==> src/gsms_consts.svh <==
/*
  Shared constants of the gas sensor mode sequencer: write addresses,
  field positions, mode codes, reset values and timing counts.
  Assumes it is included by bare name from the package and both ends.
*/
`ifndef GSMS_CONSTS_SVH
`define GSMS_CONSTS_SVH

// ----------------------------------------------------------------
// Control field write addresses
// ----------------------------------------------------------------
`define GSMS_ADDR_MODE 8'h00
`define GSMS_ADDR_OSRH 8'h01
`define GSMS_ADDR_OSRTP 8'h02
`define GSMS_ADDR_GASCTL 8'h03
`define GSMS_ADDR_WAIT_HI 4'h1
`define GSMS_ADDR_RES_HI 4'h2

// ----------------------------------------------------------------
// Field positions
// ----------------------------------------------------------------
`define GSMS_OSRTP_T_LSB 5
`define GSMS_OSRTP_P_LSB 2
`define GSMS_GASCTL_RUN_BIT 4

// ----------------------------------------------------------------
// Mode codes and sizes
// ----------------------------------------------------------------
`define GSMS_MODE_SLEEP 2'h0
`define GSMS_MODE_FORCED 2'h1
`define GSMS_MODE_PARALLEL 2'h2
`define GSMS_NUM_STEPS 10
`define GSMS_LAST_STEP 4'h9
`define GSMS_OSR_RST 3'h0
`define GSMS_OSR_1X 3'h1
`define GSMS_OSR_16X 3'h5
`define GSMS_BYTE_RST 8'h00

// ----------------------------------------------------------------
// Timing: clock rate, millisecond unit, conversion lengths
// ----------------------------------------------------------------
`define GSMS_CLK_HZ 100000000
`define GSMS_MS_PER_S 1000
`define GSMS_CYC_PER_MS (`GSMS_CLK_HZ / `GSMS_MS_PER_S)
`define GSMS_CONV_CYC 16
`define GSMS_GAS_CONV_CYC 64

`endif

==> src/gsms_pkg.sv <==
/*
  Types of the gas sensor mode sequencer: modes, phase states and the
  packed state records of both ends.
  Assumes gsms_consts.svh is on the include path.
*/
`include "gsms_consts.svh"

package gsms_pkg;

  // ----------------------------------------------------------------
  // Operating modes as written to the mode field
  // ----------------------------------------------------------------
  typedef enum logic [1:0] {
    GSMS_SLEEP = `GSMS_MODE_SLEEP,
    GSMS_FORCED = `GSMS_MODE_FORCED,
    GSMS_PARALLEL = `GSMS_MODE_PARALLEL
  } gsms_mode_e;

  // Temperature, pressure, humidity conversion phase
  typedef enum logic [1:0] {TPH_T, TPH_P, TPH_H, TPH_DONE} gsms_tph_e;

  // Gas heater and conversion phase
  typedef enum logic [1:0] {GAS_IDLE, GAS_HEAT, GAS_CONV, GAS_DONE} gsms_gas_e;

  // Host programming sequence
  typedef enum logic [2:0] {
    H_IDLE, H_WAIT, H_OSRH, H_OSRTP, H_WAITX, H_RESX, H_GASCTL, H_MODE
  } gsms_host_st_e;

  // Heater step table
  typedef logic [`GSMS_NUM_STEPS-1:0][7:0] gsms_steps_t;

  // ----------------------------------------------------------------
  // Device state record
  // ----------------------------------------------------------------
  typedef struct packed {
    gsms_mode_e mode;
    logic pend;
    gsms_mode_e pend_mode;
    logic [2:0] osr_t;
    logic [2:0] osr_p;
    logic [2:0] osr_h;
    logic run_gas;
    logic [3:0] step_sel;
    gsms_steps_t gas_wait;
    gsms_steps_t res_heat;
    logic active;
    gsms_tph_e tph;
    gsms_gas_e gas;
    logic [31:0] tph_cnt;
    logic [31:0] gas_cnt;
    logic [3:0] idx;
    logic done;
  } gsms_dev_s;

  // ----------------------------------------------------------------
  // Host state record
  // ----------------------------------------------------------------
  typedef struct packed {
    gsms_host_st_e st;
    logic [3:0] idx;
    logic [3:0] nsteps;
    gsms_mode_e mode;
    logic [2:0] osr_t;
    logic [2:0] osr_p;
    logic [2:0] osr_h;
    logic run_gas;
    logic [3:0] step_sel;
    gsms_steps_t gas_wait;
    gsms_steps_t res_heat;
    logic wr_en;
    logic [7:0] wr_addr;
    logic [7:0] wr_data;
    logic done;
  } gsms_host_s;

endpackage

==> src/gsms_if.sv <==
/*
  Carrier between the host end and the sensor end: a one-cycle write
  strobe with address and data, and the sensor's mode status back.
  Assumes both ends share one clock, so nothing here is synchronised.
*/
`timescale 1ns/1ps

interface gsms_if;
  logic wr_en; // One-cycle write strobe
  logic [7:0] wr_addr; // Control field address
  logic [7:0] wr_data; // Write data
  logic busy; // Measurement period running
  logic pend; // Mode change accepted, not yet executed
  logic [1:0] mode; // Mode now in force

  // Sensor end
  modport dev (
    input wr_en,
    input wr_addr,
    input wr_data,
    output busy,
    output pend,
    output mode
  );

  // Host end
  modport host (
    output wr_en,
    output wr_addr,
    output wr_data,
    input busy,
    input pend,
    input mode
  );
endinterface

==> src/gsms_dev.sv <==
/*
  Sensor end of the mode sequencer: holds the control fields, decodes
  the mode field and runs the measurement periods.
  Assumes the host end on the same clock drives the write strobe.
*/
`timescale 1ns/1ps
`include "gsms_consts.svh"

module gsms_dev #(
  parameter logic [31:0] CYC_PER_MS = `GSMS_CYC_PER_MS, // Clock cycles per millisecond
  parameter logic [31:0] CONV_CYC = `GSMS_CONV_CYC, // Cycles per single sample
  parameter logic [31:0] GAS_CONV_CYC = `GSMS_GAS_CONV_CYC // Cycles per gas conversion
) (
  input wire logic mclk_i,
  input wire logic rst_i,
  input wire logic ce_i,
  gsms_if.dev bus,
  output logic [1:0] mode_o,
  output logic busy_o,
  output logic heater_on_o,
  output logic [7:0] heater_code_o,
  output logic [3:0] step_idx_o,
  output logic gas_conv_o,
  output logic cycle_done_o
);
  import gsms_pkg::*;

  // ----------------------------------------------------------------
  // Helpers
  // ----------------------------------------------------------------

  // Oversampling code to ratio; codes above 16x read as 16x
  function automatic logic [31:0] osr_ratio(input logic [2:0] code);
    logic [31:0] r;
    r = 32'h0;
    if (code >= `GSMS_OSR_16X)
      r = 32'h10;
    else if (code != `GSMS_OSR_RST)
      r = 32'h1 << (code - `GSMS_OSR_1X);
    return r;
  endfunction

  // Duration code: low six bits of ms times 1, 4, 16 or 64
  function automatic logic [31:0] heat_cyc(input logic [7:0] code);
    logic [31:0] ms;
    ms = {26'h0, code[5:0]} << {code[7:6], 1'b0};
    return 32'(ms * CYC_PER_MS);
  endfunction

  // Step index kept inside the ten stored pairs
  function automatic logic [3:0] clamp_step(input logic [3:0] s);
    return (s > `GSMS_LAST_STEP) ? `GSMS_LAST_STEP : s;
  endfunction

  // Opens a measurement period with the current settings
  function automatic gsms_dev_s start_period(input gsms_dev_s s);
    gsms_dev_s r;
    r = s;
    r.active = 1'b1;
    r.tph = TPH_T;
    r.tph_cnt = 32'h0;
    r.gas_cnt = 32'h0;
    if (!s.run_gas)
      r.gas = GAS_DONE;
    else if (s.mode == GSMS_PARALLEL)
      r.gas = GAS_HEAT;
    else
      r.gas = GAS_IDLE;
    return r;
  endfunction

  // ----------------------------------------------------------------
  // State
  // ----------------------------------------------------------------
  gsms_dev_s q; // Registered state
  gsms_dev_s d; // Next state
  logic [2:0] cur_osr; // Oversampling of the running sub-measurement
  logic [3:0] wr_step; // Step index addressed by a write
  logic wr_step_ok; // Write address hits a stored step

  // ----------------------------------------------------------------
  // Next-state logic
  // ----------------------------------------------------------------
  always_comb
  begin
    d = q;
    d.done = 1'b0;
    wr_step = bus.wr_addr[3:0];
    wr_step_ok = (wr_step <= `GSMS_LAST_STEP);
    // Oversampling of the sub-measurement in progress
    unique case (q.tph)
      TPH_T: cur_osr = q.osr_t;
      TPH_P: cur_osr = q.osr_p;
      TPH_H: cur_osr = q.osr_h;
      TPH_DONE: cur_osr = `GSMS_OSR_RST;
    endcase
    if (q.active)
    begin
      // Temperature, pressure, humidity in turn; ratio zero costs one cycle
      if (q.tph != TPH_DONE)
      begin
        if (q.tph_cnt >= 32'(osr_ratio(cur_osr) * CONV_CYC))
        begin
          d.tph = gsms_tph_e'(q.tph + 2'h1);
          d.tph_cnt = 32'h0;
        end
        else
          d.tph_cnt = q.tph_cnt + 32'h1;
      end
      // Gas heater and conversion
      unique case (q.gas)
        GAS_IDLE:
        begin
          // Forced: heater waits for the last TPH conversion
          if (q.tph == TPH_DONE)
            d.gas = GAS_HEAT;
        end
        GAS_HEAT:
        begin
          // Plate held at temperature for the coded time
          if (q.gas_cnt >= heat_cyc(q.gas_wait[q.idx]))
          begin
            d.gas = GAS_CONV;
            d.gas_cnt = 32'h0;
          end
          else
            d.gas_cnt = q.gas_cnt + 32'h1;
        end
        GAS_CONV:
        begin
          if (q.gas_cnt >= GAS_CONV_CYC)
            d.gas = GAS_DONE;
          else
            d.gas_cnt = q.gas_cnt + 32'h1;
        end
        GAS_DONE:
        begin
          d.gas = GAS_DONE;
        end
      endcase
      // End of period: both halves finished
      if (q.tph == TPH_DONE && q.gas == GAS_DONE)
      begin
        d.active = 1'b0;
        d.done = 1'b1;
        if (q.mode == GSMS_FORCED && !q.pend)
          d.mode = GSMS_SLEEP;
        else if (q.mode == GSMS_PARALLEL && !q.pend)
        begin
          // Next step up to the select field, then wrap to step zero
          if (q.idx >= clamp_step(q.step_sel))
            d.idx = 4'h0;
          else
            d.idx = q.idx + 4'h1;
          d = start_period(d);
        end
      end
    end
    else if (q.pend)
    begin
      // Pending mode executes only once no period runs
      d.pend = 1'b0;
      d.mode = q.pend_mode;
      d.idx = (q.pend_mode == GSMS_FORCED) ? clamp_step(q.step_sel) : 4'h0;
      if (q.pend_mode != GSMS_SLEEP)
        d = start_period(d);
    end
    // Control field writes; all dropped while a mode change pends
    if (bus.wr_en && !q.pend)
    begin
      if (bus.wr_addr == `GSMS_ADDR_MODE)
      begin
        // Code 11 has no meaning and is ignored
        if (bus.wr_data[1:0] != 2'h3)
        begin
          d.pend = 1'b1;
          d.pend_mode = gsms_mode_e'(bus.wr_data[1:0]);
        end
      end
      else if (bus.wr_addr == `GSMS_ADDR_OSRH)
        d.osr_h = bus.wr_data[2:0];
      else if (bus.wr_addr == `GSMS_ADDR_OSRTP)
      begin
        d.osr_t = bus.wr_data[`GSMS_OSRTP_T_LSB +: 3];
        d.osr_p = bus.wr_data[`GSMS_OSRTP_P_LSB +: 3];
      end
      else if (bus.wr_addr == `GSMS_ADDR_GASCTL)
      begin
        d.run_gas = bus.wr_data[`GSMS_GASCTL_RUN_BIT];
        d.step_sel = bus.wr_data[3:0];
      end
      else if (bus.wr_addr[7:4] == `GSMS_ADDR_WAIT_HI && wr_step_ok)
        d.gas_wait[wr_step] = bus.wr_data;
      else if (bus.wr_addr[7:4] == `GSMS_ADDR_RES_HI && wr_step_ok)
        d.res_heat[wr_step] = bus.wr_data;
    end
  end

  // ----------------------------------------------------------------
  // State register; reset lands in sleep with nothing running
  // ----------------------------------------------------------------
  always_ff @(posedge mclk_i)
  begin
    if (rst_i)
    begin
      q <= '0;
      q.mode <= GSMS_SLEEP;
      q.pend_mode <= GSMS_SLEEP;
      q.tph <= TPH_DONE;
      q.gas <= GAS_DONE;
    end
    else if (ce_i)
      q <= d;
  end

  // ----------------------------------------------------------------
  // Outputs
  // ----------------------------------------------------------------
  assign bus.busy = q.active;
  assign bus.pend = q.pend;
  assign bus.mode = q.mode;
  assign mode_o = q.mode;
  assign busy_o = q.active;
  // Heater powered in heating and gas conversion only
  assign heater_on_o = q.active && (q.gas == GAS_HEAT || q.gas == GAS_CONV);
  // Resistance code goes to the plate driver as stored
  assign heater_code_o = q.res_heat[q.idx];
  assign step_idx_o = q.idx;
  assign gas_conv_o = q.active && q.gas == GAS_CONV;
  assign cycle_done_o = q.done;

endmodule

==> src/flat_wrapper.sv <==
// flat-port wrapper written by rule: the top's interface ports become plain ports
module gsms_dev_flat import gsms_pkg::*;
#(
  parameter logic [31:0] CYC_PER_MS = `GSMS_CYC_PER_MS,                                
  parameter logic [31:0] CONV_CYC = `GSMS_CONV_CYC,                            
  parameter logic [31:0] GAS_CONV_CYC = `GSMS_GAS_CONV_CYC                             
)
  (mclk_i, rst_i, ce_i, mode_o, busy_o, heater_on_o, heater_code_o, step_idx_o, gas_conv_o, cycle_done_o, bus_wr_en, bus_wr_addr, bus_wr_data, bus_busy, bus_pend, bus_mode);
  gsms_if bus_i ();
  input wire logic mclk_i;
  input wire logic rst_i;
  input wire logic ce_i;
  output logic [1:0] mode_o;
  output logic busy_o;
  output logic heater_on_o;
  output logic [7:0] heater_code_o;
  output logic [3:0] step_idx_o;
  output logic gas_conv_o;
  output logic cycle_done_o;
  input wire logic [$bits(bus_i.wr_en)-1:0] bus_wr_en;
  input wire logic [$bits(bus_i.wr_addr)-1:0] bus_wr_addr;
  input wire logic [$bits(bus_i.wr_data)-1:0] bus_wr_data;
  output wire logic [$bits(bus_i.busy)-1:0] bus_busy;
  output wire logic [$bits(bus_i.pend)-1:0] bus_pend;
  output wire logic [$bits(bus_i.mode)-1:0] bus_mode;
  assign bus_i.wr_en = bus_wr_en;
  assign bus_i.wr_addr = bus_wr_addr;
  assign bus_i.wr_data = bus_wr_data;
  assign bus_busy = bus_i.busy;
  assign bus_pend = bus_i.pend;
  assign bus_mode = bus_i.mode;
  gsms_dev #(.CYC_PER_MS(CYC_PER_MS), .CONV_CYC(CONV_CYC), .GAS_CONV_CYC(GAS_CONV_CYC)) u_core (.mclk_i(mclk_i), .rst_i(rst_i), .ce_i(ce_i), .bus(bus_i), .mode_o(mode_o), .busy_o(busy_o), .heater_on_o(heater_on_o), .heater_code_o(heater_code_o), .step_idx_o(step_idx_o), .gas_conv_o(gas_conv_o), .cycle_done_o(cycle_done_o));
endmodule
==> config.mk <==
export PLATFORM = sky130hd
export DESIGN_NAME = gsms_dev_flat
export DESIGN_NICKNAME = d
export VERILOG_FILES = /design/src/gsms_pkg.sv /design/src/gsms_if.sv /design/src/gsms_dev.sv /design/src/flat_wrapper.sv
export VERILOG_INCLUDE_DIRS = /design/src /design/src/src
export SDC_FILE = /design/constraint.sdc
export NUM_CORES = 1
export LEC_CHECK = 0
export ABC_AREA = 0
export BUFFER_PORTS_ARGS = -buffer_cell sky130_fd_sc_hd__buf_2
export CORE_ASPECT_RATIO = 0.8
export CORE_MARGIN = 1.5
export CORE_UTILIZATION = 63
export CTS_CLUSTER_SIZE = 10
export DETAILED_ROUTE_END_ITERATION = 12
export PLACE_DENSITY = 0.8
export SETUP_SLACK_MARGIN = 0.02
export SLEW_MARGIN = 20
export SYNTH_ARGS = -nofsm -noshare
export SYNTH_HDL_FRONTEND = slang
export SYNTH_SLANG_ARGS = --single-unit
==> constraint.sdc <==
create_clock -name mclk_i -period 11 [get_ports mclk_i]
set_input_delay 1.1 -clock mclk_i [delete_from_list [all_inputs] [get_ports mclk_i]]
set_output_delay 1.1 -clock mclk_i [all_outputs]
set_load 0.03 [all_outputs]
# == Word level (Yosys, flattened, before mapping) ==
# Cells that the tools add are included.
# word_totals
in_bits,20
out_inout_bits,22
reg_bits,253
wordCells,147
# classes
addsub,5
reduce_logical,21
mux,52
n_eq_ne,21
shifts,2
magnitude_cmp,10
n_mul,1
# op_table
operator,count
$mux 253,3
$mux 165,2
$mux 80,3
$mux 74,3
$mux 177,1
$mux 174,1
$bwmux 80,2
$mux 160,1
$mux 32,4
$mux 28,4
$add 32x1->32 const B,2
$bmux 8 s4,2
$ge 32x32->1,2
$pmux 32 s2,1
$demux 8 s4,1
$ge 32x7->1 const B,1
$mul 32x12->27 const B,1
$shl 6x3->32,1
$shl 1x3->28 const A,1
$mux 8,3
$eq 8x2->1 const B,2
$mux 2,8
$eq 2x2->1 const B,6
$mux 4,3
other kinds (30),54

# == Logic depth before layout (Yosys ltp) ==
# logic_depth
word_depth,23
mapped_depth,36
ltp_nobuf,32

# == Worst setup path after synthesis ==
# Ideal clock, no wire load.
# synth_timing
kind,register -> register
start,register u_core.q (netlist bit u_core.step_idx_o[1])
end,register u_core.q[11] in the netlist's numbering
required_ns,10.884
path_slack_ns,3.180
synth_period_minus_slack_ns,7.820
arrival_time_ns,7.703
setup_ns,0.116
stages_incl_launch_ff,35
n_path_buf,4
cell_sequence,dfxtp_1 -> clkbuf_1 -> buf_2 -> buf_1 -> mux4_2 -> mux2i_1 -> o22ai_1 -> mux2i_1 -> o21ai_0 -> ha_1 -> ha_1 -> fa_1 -> inv_1 -> fa_1 -> fa_1 -> inv_1 -> ha_1 -> o21ai_0 -> nor2_1 -> o21ai_0 -> o21bai_1 -> a21bo_2 -> a21o_1 -> a21oi_1 -> xor2_1 -> ha_1 -> o21ai_0 -> o21ai_0 -> o211ai_1 -> a2111oi_4 -> a21oi_4 -> or2_1 -> buf_4 -> a32o_1 -> a31o_2
# synth_between
elab_chain_len,11
# synth_lines
item,line,rtl
"start, declared",gsms_dev.sv:75,gsms_dev_s q;
$bmux 8 s4 (*),gsms_dev.sv:121,if (q.gas_cnt >= heat_cyc(q.gas_wait[q.idx]))
$mux 8 (not written as such) (*),gsms_dev.sv:121,
$shl 6x3->32 (*),gsms_dev.sv:46,"ms = {26'h0, code[5:0]} << {code[7:6], 1'b0};"
$mul 32x12->27 (*),gsms_dev.sv:47,return 32'(ms * CYC_PER_MS);
$ge 32x32->1 (*),gsms_dev.sv:121,
$mux 32 (*),gsms_dev.sv:121,
$pmux 32 s2 (*),gsms_dev.sv:111,unique case (q.gas)
$mux 74,gsms_dev.sv:148,else if (q.mode == GSMS_PARALLEL && !q.pend)
$mux 74,gsms_dev.sv:146,if (q.mode == GSMS_FORCED && !q.pend)
$mux 253 (*),gsms_dev.sv:142,if (q.tph == TPH_DONE && q.gas == GAS_DONE)
$mux 253 (*),gsms_dev.sv:97,if (q.active)
# Every way passes the cells marked *; elsewhere a longest branch is shown, timed or not. The select of a mux whose other input is x is not followed.
# A chain may end at the register's enable or synchronous reset.

# == Final worst setup path ==
# layout_timing
start,register u_core.q (netlist bit u_core.step_idx_o[3])
end,register u_core.q[25] in the netlist's numbering
# The elaborated chain is that of the path after synthesis.

==> impl_results.md <==
- Post-CTS sizing: 0
- CTS clk-pin slew, worst paths: approximately 0.06 ns
- Worst Path Required: 11.45 ns
- Critical Path Start Type: flip-flop
- Leading area contributor after synthesis: dfxtp_1
- CTS root buf: clkbuf_16
- Initial antenna violation count: 0
- I/O Pins: 42
- Number of vias in the routed layout: 13.2k
- FFs w/ async S/R, synth: 0
- Worst skew pair latency: 0.55 ns
- Seq cells post-synth: 253
- R2R Setup Slk: 1.38 ns
- # hold bufs at CTS: 0
- Final core utilization: 0.690
- Power density cells: 111 nW/µm²
- # Post-CTS Setup Buffers: 0
- H-tree Lvls: 1
- Vias in the first global route: between 10k and 15k
- Met2 wire len: 17500 µm
- Layout area overhead: 6.86%
- Fraction of layout cells with a size suffix above 1: 0.0884
- Most used DFF post-synth: dfxtp_1
- Clock power frac: 0.463
- Die Ht: 142 µm
- Leak pwr: 6.55 nW
- Aggregate global-route resource usage: 0.330
- Part of the power in registers: 0.506
- Length of the first detailed-routing pass in iterations: 6
- Sequential area share after synthesis: 0.333
- Met1 WL: 18300 µm
- Hold Vio Cnt, Final: 0
- Area contributors post-synth: dfxtp_1 33%, ha_1 12%, a22oi_1 6.3%
- Inserted Diodes: 0
- Routed Antenna Nets: 0
- Netlist cell types: a little under 80
- Worst hold margin: about 0.46 ns
- DRC: 0
- # rows: 50
- Post-synth EDFFs: 0
- Crit-path max FO: 20
- Crit path DAT: 10.07 ns
- Clock Tree Buf Depth: 3
- Buffers added on ports: 41
- Largest net degree at the start of global routing: 78
- Post-synthesis area per instance: 8.95 µm²
- RR Endpoint: u_core.q[25]$_SDFFE_PP0P_
- Peak Freq: 104 MHz
- Routed length on met3: 4630 µm
- Syn Std Cell Area: 15200 µm²
- Hold Crit Start: u_core.q[244]$_SDFFE_PP0P_
- Top delay family on crit path: compound AO/OA/AOI/OAI gates
- Slowest CP cell: dfxtp_1
- CP endpoint kind: flip-flop
- Design area: 16300 µm²
- Setup CP Type: flip-flop to flip-flop
- Worst slew margin: 0.275
- RSZ-0062 raised after global routing: false
- Worst hold path type: flip-flop to flip-flop
- Global placement routability congestion: 0.959
- First-pass GRT wire length: around 66000 µm
- Post-synthesis net count: ~1.9k
- Slowest stage delay, CP: 0.90 ns
- Top layer in use: met4
- Dpl hpwl: 29000 µm
- Die ar.: 25100 µm²
- Cell mode on critical path: ha_1
- Die W: 177 µm
- Post-layout minimum cycle time: 9.62 ns
- Share of Yosys cell area claimed by the top area cell type: 0.333
- Routed len/inst: 20.5 µm
- Hold endpoint: u_core.q[244]$_SDFFE_PP0P_
- Total power: 1.81 mW
- Cts bufs inserted: 29
- Max-cap violation count: 0
- Global route total overflow: 0
- CTS tree: yes
- Reg2reg path depth: 30
- Dpl cell area: 15500 µm²
- Net Switching: 0.402 mW
- CORE AREA: ~24000 µm²
- Worst Hold Depth: 2
- DR iter-0 viols: 1485
- Synth Instances: ~1.7k
- Vias per cell: between 6 and 7
- Ys Warns: 0
- Gate power share: 0.031
- Switching portion of total power: 0.222
- Final setup violation count: 0
- Max-slew violations: 0
- Crit path from: u_core.step_idx_o[3]$_SDFFE_PP0P_
- Status: completed
- Max Clock Skew: 0.0255 ns
- Reg2reg start: u_core.step_idx_o[3]$_SDFFE_PP0P_
- Buf/Inv on CP: 2
- Sink Count: 253
- Peak VDD IR: about 0.00015 V
- Pint: around 1.4 mW
- Nets: 1880
- Setup TNS: 0 ns
- Initial Util: 0.646
- Slew @ Worst Pin: 1.09 ns
- Fin crit share: 0.875
- Routed wire length: slightly above 40000 µm
flip-flops by register name, summed over array words and instances (netlist names):
register,cells
u_core.bus.busy,1
u_core.cycle_done_o,1
u_core.bus.mode,2
u_core.step_idx_o,4
u_core.q,244
u_core.bus.pend,1
cells by family after synthesis:
logic type / Yosys count / share of synthesized area
and+or+nand+nor: 588 / 0.181
AOI/OAI and AO/OA: 374 / 0.170
DFF: 253 / 0.333
buffers and inverters: 180 / 0.0492
adders and majority gates: 169 / 0.151
muxes: 108 / 0.0983
xor gates and xnor gates: 30 / 0.0177
through the flow:
stage	worst slack, ns	std cells
final	1.38	2008
after global routing	0.815	2008
after CTS	1.49	2008
after detailed placement	1.46	1972
after global placement	1.85	1972
after floorplan	3.18	1702
cell usage after synthesis (all sizes together) (6+ instances only):
| master | number |
|---|---|
| dfxtp | 253 |
| nor2 | 240 |
| ha | 144 |
| a22oi | 129 |
| nand2 | 121 |
| inv | 91 |
| mux2i | 75 |
| o21ai | 63 |
| clkbuf | 62 |
| a21oi | 57 |
| nand3 | 52 |
| mux4 | 32 |
| and2 | 31 |
| buf | 27 |
| fa | 25 |
| nand4 | 23 |
| nor3 | 23 |
| a31oi | 21 |
| nor4 | 21 |
| nor2b | 20 |
| xor2 | 18 |
| o22ai | 14 |
| and3 | 12 |
| xnor2 | 12 |
| a21o | 11 |
| a31o | 10 |
| nand2b | 10 |
| a211oi | 9 |
| o21a | 8 |
| or2 | 8 |
| nand3b | 7 |
| or3 | 6 |
power groups by stage:
stage	sequential [mW]	combinational, mW	clock, mW
after floorplan	0.937	0.0351	0
after global placement	0.937	0.0527	0
after detailed placement	0.937	0.0534	0
after CTS	0.917	0.0537	0.846
after global routing	0.917	0.0593	0.886
final	0.918	0.0558	0.840
worst max-delay path by stage:
stage | endpoint | slack (ns) | cells past startpoint
after floorplan | u_core.q[11]$_SDFFE_PP0P_ | 3.18 | 34
after global placement | u_core.q[25]$_SDFFE_PP0P_ | 1.85 | 28
after detailed placement | u_core.q[25]$_SDFFE_PP0P_ | 1.46 | 30
after CTS | u_core.q[25]$_SDFFE_PP0P_ | 1.49 | 29
after global routing | u_core.q[25]$_SDFFE_PP0P_ | 0.82 | 29
final | u_core.q[25]$_SDFFE_PP0P_ | 1.38 | 30
placed cells by master (no fill, tap or decap), types with 6 or more instances in the layout:
| cell type | instances |
|---|---|
| fa_1 | 25 |
| a31oi_1 | 21 |
| and3_1 | 12 |
| a22oi_1 | 128 |
| mux4_2 | 30 |
| xor2_1 | 18 |
| and2_1 | 31 |
| a21oi_1 | 53 |
| nor2_1 | 238 |
| o22ai_1 | 13 |
| xnor2_1 | 11 |
| a21o_1 | 11 |
| nand3_1 | 51 |
| ha_1 | 144 |
| clkbuf_16 | 29 |
| or2_2 | 6 |
| nor3_1 | 23 |
| nor2b_1 | 19 |
| mux2i_1 | 73 |
| nor4_1 | 19 |
| or3_1 | 6 |
| o21a_1 | 8 |
| inv_1 | 91 |
| nand4_1 | 23 |
| a211oi_1 | 9 |
| buf_4 | 6 |
| nand2_1 | 120 |
| buf_2 | 40 |
| nand3b_1 | 7 |
| nand2b_1 | 10 |
| o21ai_0 | 58 |
| dfxtp_1 | 251 |
| a31o_2 | 9 |
tightest hold or removal path: cells and delay by family, from the launching register on:
kind             cells  cell delay (ns)
flip-flops           1             0.31
AO/OA/AOI/OAI        1             0.05
AND/OR/NAND/NOR      1             0.05
routing by layer:
layer	track usage	vias to the layer above
met1	0.483	6388
met2	0.491	668
met3	0.0804	65
met4	0.0736	0
met5	0	-
li1	-	6115
final cells by class:
cell class	count	area (µm²)
repair buffers	47	256
clock inverters	1	20.0
inverters	91	342
clock buffers	35	768
well taps	312	390
multi-input cells	1269	9430
flip-flops and latches	253	5070
fillers	1815	7310
Note: power is estimated with default switching activity, not from simulation.
